`src/hdl/tatc_params.svh`:
```
// constants of the type a timer control block: offsets, fields, resets
// assumes inclusion by bare name from every file that needs them
`ifndef TATC_PARAMS_SVH
`define TATC_PARAMS_SVH

// register bus layout
`define TATC_ADDR_W 12
`define TATC_OFS_CONTROL 12'h000
`define TATC_OFS_COUNT 12'h004

// control register reset value and writable bits
`define TATC_CTRL_RESET 32'h0000_0000
`define TATC_CTRL_WMASK 32'h0000_B3B6
`define TATC_COUNT_RESET 32'h0000_0000

// control field positions
`define TATC_ON_BIT 15
`define TATC_IDLE_STOP_BIT 13
`define TATC_GUARD_BIT 12
`define TATC_PEND_BIT 11
`define TATC_ECS_LSB 8
`define TATC_GATE_BIT 7
`define TATC_PRESCALE_LSB 4
`define TATC_SYNC_BIT 2
`define TATC_CS_BIT 1

// external clock selection codes
`define TATC_ECS_SOSC 2'h0
`define TATC_ECS_PIN 2'h1
`define TATC_ECS_LOW_POWER_RC_OSCILLATOR 2'h2

// count width and pin index order into the synchroniser
`define TATC_COUNT_W 16
`define TATC_PIN_SOSC 0
`define TATC_PIN_EXT 1
`define TATC_PIN_LOW_POWER_RC_OSCILLATOR 2
`define TATC_PIN_GATE 3
`define TATC_PIN_N 4

`endif

```
`src/hdl/tatc_pkg.sv`:
```
// types shared by the type a timer control block
// assumes nothing beyond a systemverilog compiler
package tatc_pkg;

  // count source actually driving the counter
  typedef enum logic [2:0] {
    TATC_SRC_PCLK,
    TATC_SRC_SOSC,
    TATC_SRC_PIN,
    TATC_SRC_LOW_POWER_RC_OSCILLATOR,
    TATC_SRC_NONE
  } tatc_src_t;

  // state of an asynchronous count register write
  typedef enum logic {
    TATC_WR_IDLE,
    TATC_WR_PEND
  } tatc_wr_state_t;

  // register decode result
  typedef enum logic [1:0] {
    TATC_REG_CONTROL,
    TATC_REG_COUNT,
    TATC_REG_NONE
  } tatc_reg_t;

endpackage

```
`src/hdl/tatc_sync.sv`:
```
// two flip-flop synchroniser with rising edge detect for pin inputs
// assumes inputs are asynchronous to pclk and wider than two pclk periods
`timescale 1ns/10ps
`include "tatc_params.svh"

module tatc_sync #(
  parameter int WIDTH = `TATC_PIN_N
) (
  // clock and reset
  input wire logic pclk,
  input wire logic presetn,
  // pins
  input wire logic [WIDTH-1:0] async_in,
  // synchronised level and one-cycle rising edge
  output logic [WIDTH-1:0] level_out,
  output logic [WIDTH-1:0] rise_out
);

  logic [WIDTH-1:0] meta_reg;
  logic [WIDTH-1:0] stable_reg;
  logic [WIDTH-1:0] last_reg;

  generate
    if (WIDTH < 1) begin : g_bad_width
      $error("tatc_sync width must be at least one");
    end
  endgenerate

  // first stage feeds only the second; edges are taken after it
  always_ff @(posedge pclk or negedge presetn) begin
    if (!presetn) begin
      meta_reg <= '0;
      stable_reg <= '0;
      last_reg <= '0;
    end else begin
      meta_reg <= async_in;
      stable_reg <= meta_reg;
      last_reg <= stable_reg;
    end
  end

  // level and edge from settled stages only
  assign level_out = stable_reg;
  assign rise_out = stable_reg & ~last_reg;

endmodule // tatc_sync

```
`src/hdl/tatc_top.sv`:
```
// type a timer control: apb control register, source select, count
// assumes an apb master on pclk and idle_mode from logic on pclk
//
// What this block does
// - timer counts only while enable bit 15 is one
// - idle-stop bit 13 halts counting in idle mode, else keeps running
// - write guard bit 12 drops count writes while one is pending
// - bit 11 reads one while asynchronous count write is pending
// - bit 11 always reads zero in synchronous mode
// - bits 9-8 pick secondary osc, clock pin, low-power rc; 11 reserved
// - gate enable bit 7 ignored when clock source select is one
// - with internal clock, gate bit makes counting follow the gate pin
// - unimplemented control bits read zero and ignore writes
`timescale 1ns/10ps
`include "tatc_params.svh"

module tatc_top #(
  parameter int COUNT_W = `TATC_COUNT_W
) (
  // apb slave
  input wire logic pclk,
  input wire logic presetn,
  input wire logic psel,
  input wire logic penable,
  input wire logic pwrite,
  input wire logic [`TATC_ADDR_W-1:0] paddr,
  input wire logic [31:0] pwdata,
  output logic [31:0] prdata,
  output logic pready,
  output logic pslverr,
  // device power state
  input wire logic idle_mode,
  // clock sources and gate, asynchronous pins
  input wire logic sosc_clk,
  input wire logic external_clock_pin,
  input wire logic low_power_rc_oscillator_clk,
  input wire logic gate_pin,
  // timer state
  output logic [COUNT_W-1:0] count_value,
  output logic count_tick,
  output tatc_pkg::tatc_src_t active_source
);
  import tatc_pkg::*;

  generate
    if (COUNT_W < 2 || COUNT_W > 32) begin : g_bad_count_w
      $error("tatc_top count width must be 2 to 32");
    end
  endgenerate

  //////////////////////////////////////////////////////////////////////////
  // functions

  // map a byte address onto a register
  function automatic tatc_reg_t decode(input logic [`TATC_ADDR_W-1:0] a);
    if (a == `TATC_OFS_CONTROL) return TATC_REG_CONTROL;
    if (a == `TATC_OFS_COUNT) return TATC_REG_COUNT;
    return TATC_REG_NONE;
  endfunction

  // asynchronous mode: external source with synchronizer off
  function automatic logic is_async(input logic [31:0] c);
    return c[`TATC_CS_BIT] & ~c[`TATC_SYNC_BIT];
  endfunction

  // zero-extend the count onto the data bus
  function automatic logic [31:0] widen(input logic [COUNT_W-1:0] v);
    logic [31:0] r;
    r = '0;
    r[COUNT_W-1:0] = v;
    return r;
  endfunction

  //////////////////////////////////////////////////////////////////////////
  // declarations

  logic [31:0] ctrl_reg;
  logic [COUNT_W-1:0] count_reg;
  logic [COUNT_W-1:0] wr_value_reg;
  tatc_wr_state_t wr_state_reg;
  logic pready_reg;
  logic pslverr_reg;
  logic [31:0] prdata_reg;
  logic tick_reg;
  tatc_src_t src_reg;
  tatc_src_t src_next;
  logic [`TATC_PIN_N-1:0] pin_level;
  logic [`TATC_PIN_N-1:0] pin_rise;
  logic [31:0] ctrl_rd;
  logic xfer;
  logic wr_ctrl;
  logic wr_count;
  logic async_mode;
  logic pend_flag;
  logic accept;
  logic direct_load;
  logic complete;
  logic run;
  logic ext_edge;
  logic tick_next;

  //////////////////////////////////////////////////////////////////////////
  // pin synchronisation

  tatc_sync #(
    .WIDTH(`TATC_PIN_N)
  ) u_sync (
    .pclk(pclk),
    .presetn(presetn),
    .async_in({gate_pin, low_power_rc_oscillator_clk, external_clock_pin, sosc_clk}),
    .level_out(pin_level),
    .rise_out(pin_rise)
  );

  //////////////////////////////////////////////////////////////////////////
  // apb slave: one wait state, write lands at the completing edge

  assign xfer = psel & penable & pready_reg;
  assign wr_ctrl = xfer & pwrite & (decode(paddr) == TATC_REG_CONTROL);
  assign wr_count = xfer & pwrite & (decode(paddr) == TATC_REG_COUNT);

  // read view: stored bits plus the live pending flag
  always_comb begin
    ctrl_rd = ctrl_reg & `TATC_CTRL_WMASK;
    ctrl_rd[`TATC_PEND_BIT] = pend_flag;
  end

  // pready pulses one cycle into the access phase
  always_ff @(posedge pclk or negedge presetn) begin
    if (!presetn) begin
      pready_reg <= 1'b0;
      pslverr_reg <= 1'b0;
      prdata_reg <= '0;
    end else if (psel && penable && !pready_reg) begin
      pready_reg <= 1'b1;
      pslverr_reg <= (decode(paddr) == TATC_REG_NONE);
      case (decode(paddr))
        TATC_REG_CONTROL: prdata_reg <= pwrite ? '0 : ctrl_rd;
        TATC_REG_COUNT: prdata_reg <= pwrite ? '0 : widen(count_reg);
        default: prdata_reg <= '0;
      endcase
    end else begin
      pready_reg <= 1'b0;
      pslverr_reg <= 1'b0;
      prdata_reg <= '0;
    end
  end

  // control register: only implemented bits take a write
  always_ff @(posedge pclk or negedge presetn) begin
    if (!presetn) begin
      ctrl_reg <= `TATC_CTRL_RESET;
    end else if (wr_ctrl) begin
      ctrl_reg <= pwdata & `TATC_CTRL_WMASK;
    end
  end

  //////////////////////////////////////////////////////////////////////////
  // source selection and tick

  // internal clock or the external source picked by the select field
  always_comb begin
    if (!ctrl_reg[`TATC_CS_BIT]) begin
      src_next = TATC_SRC_PCLK;
    end else begin
      case (ctrl_reg[`TATC_ECS_LSB +: 2])
        `TATC_ECS_SOSC: src_next = TATC_SRC_SOSC;
        `TATC_ECS_PIN: src_next = TATC_SRC_PIN;
        `TATC_ECS_LOW_POWER_RC_OSCILLATOR: src_next = TATC_SRC_LOW_POWER_RC_OSCILLATOR;
        default: src_next = TATC_SRC_NONE;
      endcase
    end
  end

  // edge of the selected external source; reserved code never ticks
  always_comb begin
    case (src_next)
      TATC_SRC_SOSC: ext_edge = pin_rise[`TATC_PIN_SOSC];
      TATC_SRC_PIN: ext_edge = pin_rise[`TATC_PIN_EXT];
      TATC_SRC_LOW_POWER_RC_OSCILLATOR: ext_edge = pin_rise[`TATC_PIN_LOW_POWER_RC_OSCILLATOR];
      default: ext_edge = 1'b0;
    endcase
  end

  // enable, idle stop and gating decide whether this cycle counts
  assign run = ctrl_reg[`TATC_ON_BIT]
    & ~(ctrl_reg[`TATC_IDLE_STOP_BIT] & idle_mode);
  always_comb begin
    if (ctrl_reg[`TATC_CS_BIT]) begin
      tick_next = run & ext_edge;
    end else if (ctrl_reg[`TATC_GATE_BIT]) begin
      tick_next = run & pin_level[`TATC_PIN_GATE];
    end else begin
      tick_next = run;
    end
  end

  // registered copies for the outputs
  always_ff @(posedge pclk or negedge presetn) begin
    if (!presetn) begin
      tick_reg <= 1'b0;
      src_reg <= TATC_SRC_PCLK;
    end else begin
      tick_reg <= tick_next;
      src_reg <= src_next;
    end
  end

  //////////////////////////////////////////////////////////////////////////
  // count register writes

  assign async_mode = is_async(ctrl_reg);
  assign pend_flag = (wr_state_reg == TATC_WR_PEND) & async_mode;
  // guard drops a write while one is pending; off, the newer value wins
  assign accept = wr_count
    & ~(ctrl_reg[`TATC_GUARD_BIT] & (wr_state_reg == TATC_WR_PEND));
  assign direct_load = accept & ~async_mode;
  // a pending write lands on the next source edge, or at once if the
  // mode left asynchronous operation meanwhile
  assign complete = (wr_state_reg == TATC_WR_PEND)
    & (ext_edge | ~async_mode) & ~direct_load;

  // pending write tracker; a new write in the completing cycle wins
  always_ff @(posedge pclk or negedge presetn) begin
    if (!presetn) begin
      wr_state_reg <= TATC_WR_IDLE;
      wr_value_reg <= '0;
    end else if (accept && async_mode) begin
      wr_state_reg <= TATC_WR_PEND;
      wr_value_reg <= pwdata[COUNT_W-1:0];
    end else if (complete || direct_load) begin
      wr_state_reg <= TATC_WR_IDLE;
    end
  end

  // counter: loads have priority over the tick
  always_ff @(posedge pclk or negedge presetn) begin
    if (!presetn) begin
      count_reg <= '0;
    end else if (direct_load) begin
      count_reg <= pwdata[COUNT_W-1:0];
    end else if (complete) begin
      count_reg <= wr_value_reg;
    end else if (tick_next) begin
      count_reg <= count_reg + 1'b1;
    end
  end

  assign prdata = prdata_reg;
  assign pready = pready_reg;
  assign pslverr = pslverr_reg;
  assign count_value = count_reg;
  assign count_tick = tick_reg;
  assign active_source = src_reg;
endmodule // tatc_top

```
`config.mk`:
```
export PLATFORM = sky130hd
export DESIGN_NAME = tatc_top
export DESIGN_NICKNAME = d
export VERILOG_FILES = /design/src/hdl/tatc_pkg.sv /design/src/hdl/tatc_sync.sv /design/src/hdl/tatc_top.sv
export VERILOG_INCLUDE_DIRS = /design/src /design/src/hdl
export SDC_FILE = /design/constraint.sdc
export NUM_CORES = 1
export LEC_CHECK = 0
export BUFFER_PORTS_ARGS = -buffer_cell sky130_fd_sc_hd__buf_2
export CORE_UTILIZATION = 50
export CTS_CLUSTER_SIZE = 25
export DETAILED_ROUTE_END_ITERATION = 10
export PLACE_DENSITY = 0.76
export SETUP_SLACK_MARGIN = 0.15
export SLEW_MARGIN = 5
export SYNTH_ARGS = -nofsm -noshare
export SYNTH_HDL_FRONTEND = slang
export SYNTH_SLANG_ARGS = --single-unit
```
`constraint.sdc`:
```
create_clock -name pclk -period 2.8 [get_ports pclk]
set_input_delay 0.42 -clock pclk [delete_from_list [all_inputs] [get_ports pclk]]
set_output_delay 0.42 -clock pclk [all_outputs]
set_load 0.02 [all_outputs]
```
[Yosys cells after proc, flatten, opt, wreduce, memory -nomap -nowiden]
Cells that the tools add are included.
Storage, ports and cells
  bits in registers: 92
  word-level logic and storage cells: 86
Operators by class
  multiplexer cells: 29
  add/sub/neg operators: 1
  bitwise logic cells: 24
  reductions and logical operators: 11
  equality and inequality tests: 9
Operator list (count)
  $mux 16: 5
  $mux 32: 1
  $pmux 16 s2: 1
  $add 16x1->16 const B: 1
  $and 1x1->1: 16
  $mux 2: 7
  $eq 12x3->1 const B: 1
  $logic_not 12->1: 1
  $mux 1: 12
  $pmux 3 s3: 1
  $eq 2x1->1 const B: 3
  $eq 3x2->1 const B: 2
  $logic_not 2->1: 3
  $not 1->1: 5
  $eq 2x2->1 const B: 2
  $and 3x3->3: 1
  $eq 3x1->1 const B: 1
  $logic_and 1x1->1: 3
  $mux 3: 1
  $not 3->3: 1
  $pmux 1 s3: 1
  $reduce_bool 3->1: 1
  $reduce_bool 2->1: 1
  $logic_not 1->1: 1
  other kinds (2): 2

[Logic depth before layout (Yosys ltp)]
Gate-level depths: netlist (run 1).
  depth in word-level cells: 14
  depth in mapped cells: 10
  mapped depth without buffers: 8

[Modules after synthesis]
Synthesis (run 1) repeated with hierarchy kept, for this count alone.
Second synthesis, totals
  cell total of the unflattened synthesis: 306
  area, all modules: 3555.9 µm²
Modules (own cells, without submodules)
  tatc_top: area an instance 3200.6 µm², instances 1, cells each 290
  tatc_sync: area an instance 355.3 µm², instances 1, cells each 16

[Worst setup path before layout (run 1)]
Ideal clock, no wire load.
  path type: register to register
  start point: register ctrl_reg[8]
  end point: register count_reg[10] (netlist: count_value[10])
  setup slack: 593 ps
  arrival time: 2143 ps
  period minus slack after synthesis: 2207 ps
  path buffers: 1
  cell stages (with the launch flop): 9
  path through: dfrtp_1 ha_1 and3b_1 o32ai_1 or3_1 buf_2 or4_1 a31oi_1 a21o_1
On the way
  longest elaborated chain between the ends: 10
Ends and longest elaborated chain
  start, declared: RTL line tatc_top.sv:77  | logic [31:0] ctrl_reg;
  start signal, assigned: RTL line tatc_top.sv:152  | ctrl_reg <= `TATC_CTRL_RESET;
  start signal, assigned: RTL line tatc_top.sv:154  | ctrl_reg <= pwdata & `TATC_CTRL_WMASK;
  $eq 2x2->1 (tied with other cells): RTL line tatc_top.sv:166  | case (ctrl_reg[`TATC_ECS_LSB +: 2])
  $pmux 3 s3 (*): RTL line tatc_top.sv:166
  $mux 3 (*): RTL line tatc_top.sv:163  | if (!ctrl_reg[`TATC_CS_BIT]) begin
  $eq 3x2->1 / $eq 3x1->1 (equally long branches): RTL line tatc_top.sv:177  | case (src_next)
  $pmux 1 s3 (*): RTL line tatc_top.sv:177
  $or 1x1->1: RTL line tatc_top.sv:221  | & (ext_edge | ~async_mode) & ~direct_load;
  $and 1x1->1 (2 in a row): RTL line tatc_top.sv:221
  $mux 16: RTL line tatc_top.sv:242  | end else if (complete) begin
  $mux 16: RTL line tatc_top.sv:240  | end else if (direct_load) begin
  end signal, assigned: RTL line tatc_top.sv:241  | count_reg <= pwdata[COUNT_W-1:0];
  end signal, assigned: RTL line tatc_top.sv:243  | count_reg <= wr_value_reg;
  end signal, assigned: RTL line tatc_top.sv:245  | count_reg <= count_reg + 1'b1;
  end, declared: RTL line tatc_top.sv:78  | logic [COUNT_W-1:0] count_reg;
Every way passes the cells marked *; elsewhere a longest branch is shown, timed or not.
A chain may end at the register's enable or synchronous reset.

[Worst setup path in the final report (run 1)]
Same ends and word-level chain as after synthesis.

==> results.sh, run 1 <==
export IMPL_status="complete, no violations"
export IMPL_dr_pass1_iters=4
export IMPL_critPathArrivalTime_ns=2.76
export IMPL_vias_per_cell=5.70
export IMPL_ctsRootBufferMaster="clkbuf_8"
export IMPL_p_clk_frac=0.436
export IMPL_seqPwrFrac=0.520
export IMPL_die_w_um=85.5
export IMPL_skew_ns=0.00962
export IMPL_post_dp_hpwl_um=5540
export IMPL_yosys_area_top_type_share=0.546
export IMPL_slew_headroom=0.363
export IMPL_p_switching_uw=494
export IMPL_cp_required_ns=3.09
export IMPL_synth_edff_count=0
export IMPL_setup_viol=0
export IMPL_ys_seq_area_frac=0.546
export IMPL_min_period_ns=2.46
export IMPL_synth_cells=315
export IMPL_crit_type="flip-flop to flip-flop"
export IMPL_worstMarginPinSlew_ns=0.955
export IMPL_die_h_um=85.5
export IMPL_async_flop_share=1.00
export IMPL_r2r_cells=8
export IMPL_clk_latency_ns=0.35
export IMPL_finalInstanceArea_um2=4150
export IMPL_yosys_warnings=0
export IMPL_core_area_um2=6760
export IMPL_hold_class="input port to flip-flop"
export IMPL_track_usage=0.232
export IMPL_tns_ns=0
export IMPL_ys_ff_latch=76
export IMPL_cts_tree="done"
export IMPL_grt_pass1_vias=2548
export IMPL_fmax_mhz=406
export IMPL_drc=0
export IMPL_final_hold_viol_count=0
export IMPL_cts_max_path_buffers=2
export IMPL_rsz0062_at_grt="false"
export IMPL_crit_path_end_kind="flip-flop"
export IMPL_grt_overflow_total=0
export IMPL_start_util=0.516
export IMPL_synth_area_top_cells="dfrtp_1, mux2_2, buf_4"
export IMPL_power_density_nw_per_um2=514
export IMPL_antenna_found_initial=0
export IMPL_num_fill_cells=561
export IMPL_multi_input_area_um2=1430
export IMPL_grt_max_degree=77
export IMPL_antenna_diode_count=0
export IMPL_p_int_uw=1640
export IMPL_switching_share=0.231
export IMPL_wl_um=8040
export IMPL_syn_area_um2=3480
export IMPL_die_area_um2=7300
export IMPL_grt_pass1_wl_um=12700
export IMPL_drv_cap=0
export IMPL_cts_htree_levels=3
export IMPL_post_synth_num_cell_types=51
export IMPL_final_util=0.615
export IMPL_combPwrFrac=0.045
export IMPL_vias=2740
export IMPL_syn_to_final_growth_pct=19.2
export IMPL_dpl_instance_area_um2=3920
export IMPL_cp_max_fo=11
export IMPL_regArea_um2=1900
export IMPL_post_cts_buffers=0
export IMPL_hold_ws_ns=0.169
export IMPL_start_kind="flip-flop"
export IMPL_drt_initial_drc_count=210
export IMPL_wl_per_cell_um=16.7
export IMPL_cts_sinks=76
export IMPL_row_count=30
export IMPL_hold_depth=1
export IMPL_cts_clk_slew_worst_paths_ns=0.08
export IMPL_r2r_slack_ns=0.34
export IMPL_cts_buffers_inserted=9
export IMPL_maxSlewViolCount=0
export IMPL_gp_congestion=0.872
export IMPL_syn_mean_instance_area_um2=11.1
export IMPL_numPortBuffers=75
export IMPL_drive_gt1_frac=0.337
export IMPL_fin_crit_sh=0.880
export IMPL_fin_nets=452
export IMPL_ys_flop_type="dfrtp_1"
export IMPL_peakVddDrop_mv=0.309
export IMPL_num_io_pins=108
export IMPL_leakagePower_uw=0.00211
export IMPL_yosys_area_top_type="dfrtp_1"
export IMPL_ant_nets=0
-- stage by stage --
step	setup WS, ns	instances	total power, uW
floorplan	0.593	330	1190
CTS	0.284	481	2150
global route	0.219	481	2210
global placement	0.403	465	1230
detailed placement	0.329	465	1230
finish	0.337	481	2140
-- Yosys cell counts, drive strengths merged, types with 6 or more instances --
library cell and number:
a21oi 6, a31oi 7, and2 7, buf 23, clkbuf 9, dfrtp 76
inv 8, mux2 24, mux2i 10, nand2 21, nor2 28, nor3 10
nor4 11, o21ai 16
-- power by group through the flow --
stage | sequential (uW) | combinational [uW] | clock [uW]
floorplan | 1130 | 52.9 | 0
global placement | 1130 | 94.1 | 0
detailed placement | 1130 | 95.5 | 0
CTS | 1110 | 95.9 | 948
global route | 1110 | 105 | 997
finish | 1110 | 95.2 | 931
-- worst paths after layout --
kind	from	endpoint
hold reg to reg	u_sync.meta_reg[3]$_DFF_PN0_	u_sync.level_out[3]$_DFF_PN0_
min in group asynchronous	presetn	prdata[12]$_DFF_PN0_
setup reg to reg	ctrl_reg[8]$_DFFE_PN0P_	count_value[10]$_DFFE_PN0P_
setup / recovery	ctrl_reg[8]$_DFFE_PN0P_	count_value[10]$_DFFE_PN0P_
max in group asynchronous	presetn	wr_state_reg$_DFFE_PN0P_
hold / removal	external_clock_pin	u_sync.meta_reg[1]$_DFF_PN0_
-- cell usage in the layout (no fill, tap or decap), types with 4 or more instances in the layout --
master	n
clkbuf_8	9
a31oi_1	6
a21oi_1	6
nor4_1	8
and2_1	7
buf_2	74
nand2_1	21
dfrtp_1	76
conb_1	16
nor2_1	28
mux2i_1	10
nor3_1	9
nand3_1	4
nand4_1	5
mux2_2	24
inv_1	8
buf_4	13
o21ai_0	15
-- logic make-up after synthesis --
group | Yosys count | share of synthesized area
adders and majority gates | 2 | 0.00718
buffers and inverters | 40 | 0.0643
AOI/OAI and AO/OA | 61 | 0.122
DFF | 76 | 0.546
muxes | 34 | 0.106
other | 1 | 0.00108
xor gates and xnor gates | 1 | 0.00251
and+or+nand+nor | 100 | 0.151
-- critical path: stages, from the launching register on --
cell     delay, ns
dfrtp_1       0.43
ha_1          0.38
and3b_1       0.23
o22a_1        0.23
a31oi_2       0.47
buf_4         0.27
o21ai_0       0.10
a31oi_1       0.20
a21o_1        0.10
-- per-layer routing --
layer | wire [um] | track usage | vias to the layer above
met2 | 3900 | 0.369 | 123
met3 | 478 | 0.0506 | 29
li1 | - | - | 1264
met1 | 3400 | 0.301 | 1324
met4 | 265 | 0.118 | 0
met5 | 0 | 0 | -
-- what timing repair did --
item	CTS	global route
hold buffers	0	0
endpoints found under the hold margin	0	0
resized for setup	0	2
setup endpoints to repair	0	2
-- final cells by class --
| type | count | share of cell area |
|---|---|---|
| clock inverters | 7 | 0.0238 |
| repair buffers | 87 | 0.113 |
| well taps | 80 | 0.0241 |
| multi-input cells | 214 | 0.344 |
| flip-flops and latches | 76 | 0.458 |
| inverters | 8 | 0.00723 |
| clock buffers | 9 | 0.0298 |
Note: power is estimated with default switching activity, not from simulation.
==> run 2, diff against run 1 <==
--- a/config.mk
+++ b/config.mk
@@ -6,11 +6,12 @@
 export SDC_FILE = /design/constraint.sdc
 export NUM_CORES = 1
 export LEC_CHECK = 0
+export ABC_AREA = 1
 export BUFFER_PORTS_ARGS = -buffer_cell sky130_fd_sc_hd__buf_2
-export CORE_UTILIZATION = 50
+export CORE_UTILIZATION = 47
 export CTS_CLUSTER_SIZE = 25
 export DETAILED_ROUTE_END_ITERATION = 10
-export PLACE_DENSITY = 0.76
+export PLACE_DENSITY = 0.74
 export SETUP_SLACK_MARGIN = 0.15
 export SLEW_MARGIN = 5
 export SYNTH_ARGS = -nofsm -noshare
==> constraint.sdc (replaced) <==
create_clock -name pclk -period 2.2 [get_ports pclk]
set_input_delay 0.33 -clock pclk [delete_from_list [all_inputs] [get_ports pclk]]
set_output_delay 0.33 -clock pclk [all_outputs]
set_load 0.02 [all_outputs]
==> results.sh, run 2 <==
export IMPL_layout_common_cells="nand2_1, dfrtp_1, buf_2"
export IMPL_regArea_um2=1900
export IMPL_vias=3404
export IMPL_hold_class="input port to flip-flop"
export IMPL_fin_nets=609
export IMPL_gp_congestion=0.888
export IMPL_critPathMaxStageDelay_ns=0.41
export IMPL_cts_tree="done"
export IMPL_cts_clk_slew_worst_paths_ns=0.07
export IMPL_maxSlewViolCount=0
export IMPL_rsz0062_at_grt="true"
export IMPL_cts_buffers_inserted=9
export IMPL_antenna_diode_count=0
export IMPL_post_dp_hpwl_um=6790
export IMPL_switching_share=0.242
export IMPL_wl_per_cell_um=14.6
export IMPL_r2r_slack_ns=0.22
export IMPL_syn_area_um2=3800
export IMPL_tns_ns=0
export IMPL_wl_um=9640
export IMPL_min_period_ns=1.98
export IMPL_status="complete, no violations"
export IMPL_grt_max_degree=30
export IMPL_ys_ff_latch=76
export IMPL_finalInstanceArea_um2=4640
export IMPL_worstMarginPinSlew_ns=0.626
export IMPL_ys_flop_type="dfrtp_1"
export IMPL_ant_nets=0
export IMPL_numPortBuffers=75
export IMPL_synth_fa_ha_area_frac=0.00658
export IMPL_yosys_warnings=0
export IMPL_p_clk_frac=0.403
export IMPL_synth_compound_area_share=0.0800
export IMPL_peakVddDrop_mv=0.282
export IMPL_ctsRootBufferMaster="clkbuf_8"
export IMPL_grt_pass1_wl_um=15300
export IMPL_track_usage=0.238
export IMPL_synthSimpleGateAreaFrac=0.269
export IMPL_slew_headroom=0.583
export IMPL_yosysMostFrequentCell="nand2_1"
export IMPL_core_area_um2=7770
export IMPL_cts_htree_levels=3
export IMPL_syn_to_final_growth_pct=22.1
export IMPL_critPathSlowestCell="dfrtp_1"
export IMPL_dr_pass1_iters=5
export IMPL_start_kind="flip-flop"
export IMPL_start_util=0.489
export IMPL_crit_buf_inv=2
export IMPL_leakagePower_uw=0.00241
export IMPL_vias_per_cell=5.16
export IMPL_row_count=32
export IMPL_die_h_um=91.9
export IMPL_cts_max_path_buffers=2
export IMPL_final_common_cell="nand2_1"
export IMPL_min_from="external_clock_pin"
export IMPL_clk_latency_ns=0.36
export IMPL_drive_gt1_frac=0.265
export IMPL_drt_initial_drc_count=208
export IMPL_antenna_found_initial=0
export IMPL_multi_input_area_um2=1630
export IMPL_async_flop_share=1.00
export IMPL_synth_area_top_cells="dfrtp_1, nand2_1, nand3_1"
export IMPL_min_to="u_sync.meta_reg[1]$_DFF_PN0_"
export IMPL_fin_crit_sh=0.900
export IMPL_drv_cap=0
export IMPL_crit_chain="ha_1 -> nand2_2 -> inv_2 -> nand3_1 -> nand3_4 -> nand2_1 -> nand2_4 -> nand3_4 -> buf_12 -> nor2_1 -> a21oi_2"
export IMPL_cts_sinks=76
export IMPL_hold_depth=1
export IMPL_grt_pass1_vias=3146
export IMPL_r2r_cells=11
export IMPL_seqPwrFrac=0.543
export IMPL_die_w_um=91.9
export IMPL_synth_cells=464
export IMPL_post_synth_num_cell_types=29
export IMPL_grt_overflow_total=0
export IMPL_crit_type="flip-flop to flip-flop"
export IMPL_die_area_um2=8450
export IMPL_cp_required_ns=2.43
export IMPL_yosys_mux_area_fraction=0.0118
export IMPL_power_density_nw_per_um2=562
export IMPL_critPathArrivalTime_ns=2.21
export IMPL_final_hold_viol_count=0
export IMPL_yosys_area_top_type_share=0.500
export IMPL_setup_viol=0
export IMPL_skew_ns=0.00950
export IMPL_syn_mean_instance_area_um2=8.19
export IMPL_p_switching_uw=631
export IMPL_synthTopCellsByCount="nand2_1, dfrtp_1, inv_1, nand3_1, nor2_1"
export IMPL_num_io_pins=108
export IMPL_num_fill_cells=705
export IMPL_fmax_mhz=505
export IMPL_synth_edff_count=0
export IMPL_cp_max_fo=8
export IMPL_drc=0
export IMPL_crit_path_end_kind="flip-flop"
export IMPL_yosys_area_top_type="dfrtp_1"
export IMPL_crit_family="simple AND/OR/NAND/NOR gates"
export IMPL_dpl_instance_area_um2=4270
export IMPL_p_int_uw=1980
export IMPL_regToRegEndpoint="count_value[9]$_DFFE_PN0P_"
export IMPL_combPwrFrac=0.054
export IMPL_ys_seq_area_frac=0.500
export IMPL_synth_top_family_by_area="simple AND/OR/NAND/NOR gates"
export IMPL_synth_xor_area_share=0.0207
export IMPL_r2r_start="ctrl_reg[8]$_DFFE_PN0P_"
export IMPL_crit_top_cell="nand3_4"
## run 2: what timing repair did
action	CTS	global route
hold buffers	1	0
endpoints found under the hold margin	5	0
resized for setup	0	21
setup endpoints to repair	0	16
setup buffers	0	5
## run 2: cell type report
cell class,count,area share
clock buffers,10,0.0275
clock inverters,6,0.0140
inverters,56,0.0453
multi-input cells,317,0.351
flip-flops and latches,76,0.410
well taps,102,0.0275
repair buffers,93,0.125
## run 2: worst max path at each step
stage,start,end,cells after the start
2_1_floorplan,count_value[1]$_DFFE_PN0P_,count_value[14]$_DFFE_PN0P_,10
3_3_place_gp,ctrl_reg[8]$_DFFE_PN0P_,count_value[3]$_DFFE_PN0P_,10
3_5_place_dp,ctrl_reg[8]$_DFFE_PN0P_,count_value[6]$_DFFE_PN0P_,10
4_1_cts,ctrl_reg[8]$_DFFE_PN0P_,count_value[6]$_DFFE_PN0P_,10
5_1_grt,ctrl_reg[8]$_DFFE_PN0P_,count_value[9]$_DFFE_PN0P_,11
6_report,ctrl_reg[8]$_DFFE_PN0P_,count_value[9]$_DFFE_PN0P_,11
## run 2: kinds of logic (layout without fill, tap and decap cells)
group / count (synthesis) / in the layout
adders and majority gates: 2 / 2
AOI/OAI and AO/OA: 58 / 58
xor gates and xnor gates: 9 / 9
other: 1 / 16
buffers and inverters: 87 / 165
DFF: 76 / 76
muxes: 4 / 4
and+or+nand+nor: 227 / 228
## run 2: metal layers
layer / up-vias / part of all wire / global-route usage
met5: - / 0 / 0
met4: 0 / 0.032 / 0.0898
met3: 27 / 0.071 / 0.0556
met2: 151 / 0.46 / 0.368
met1: 1600 / 0.44 / 0.324
li1: 1626 / - / -
## run 2: through the flow
stage	worst slack, ns	std cells	util	hold WS, ns	total power, uW
after floorplan	0.382	479	-	0.0344	1520
after global placement	0.251	636	0.550	0.334	1580
final	0.220	660	0.598	0.0772	2610
after detailed placement	0.184	636	0.550	0.335	1590
after CTS	0.162	653	0.576	0.0671	2610
after global routing	0.103	660	0.598	0.0658	2700
## run 2: power groups by stage
stage	registers (uW)	clock network (uW)	logic (uW)
6_report	1420	1050	141
2_1_floorplan	1450	0	70.3
3_3_place_gp	1440	0	138
4_1_cts	1420	1050	142
3_5_place_dp	1450	0	140
5_1_grt	1420	1120	159
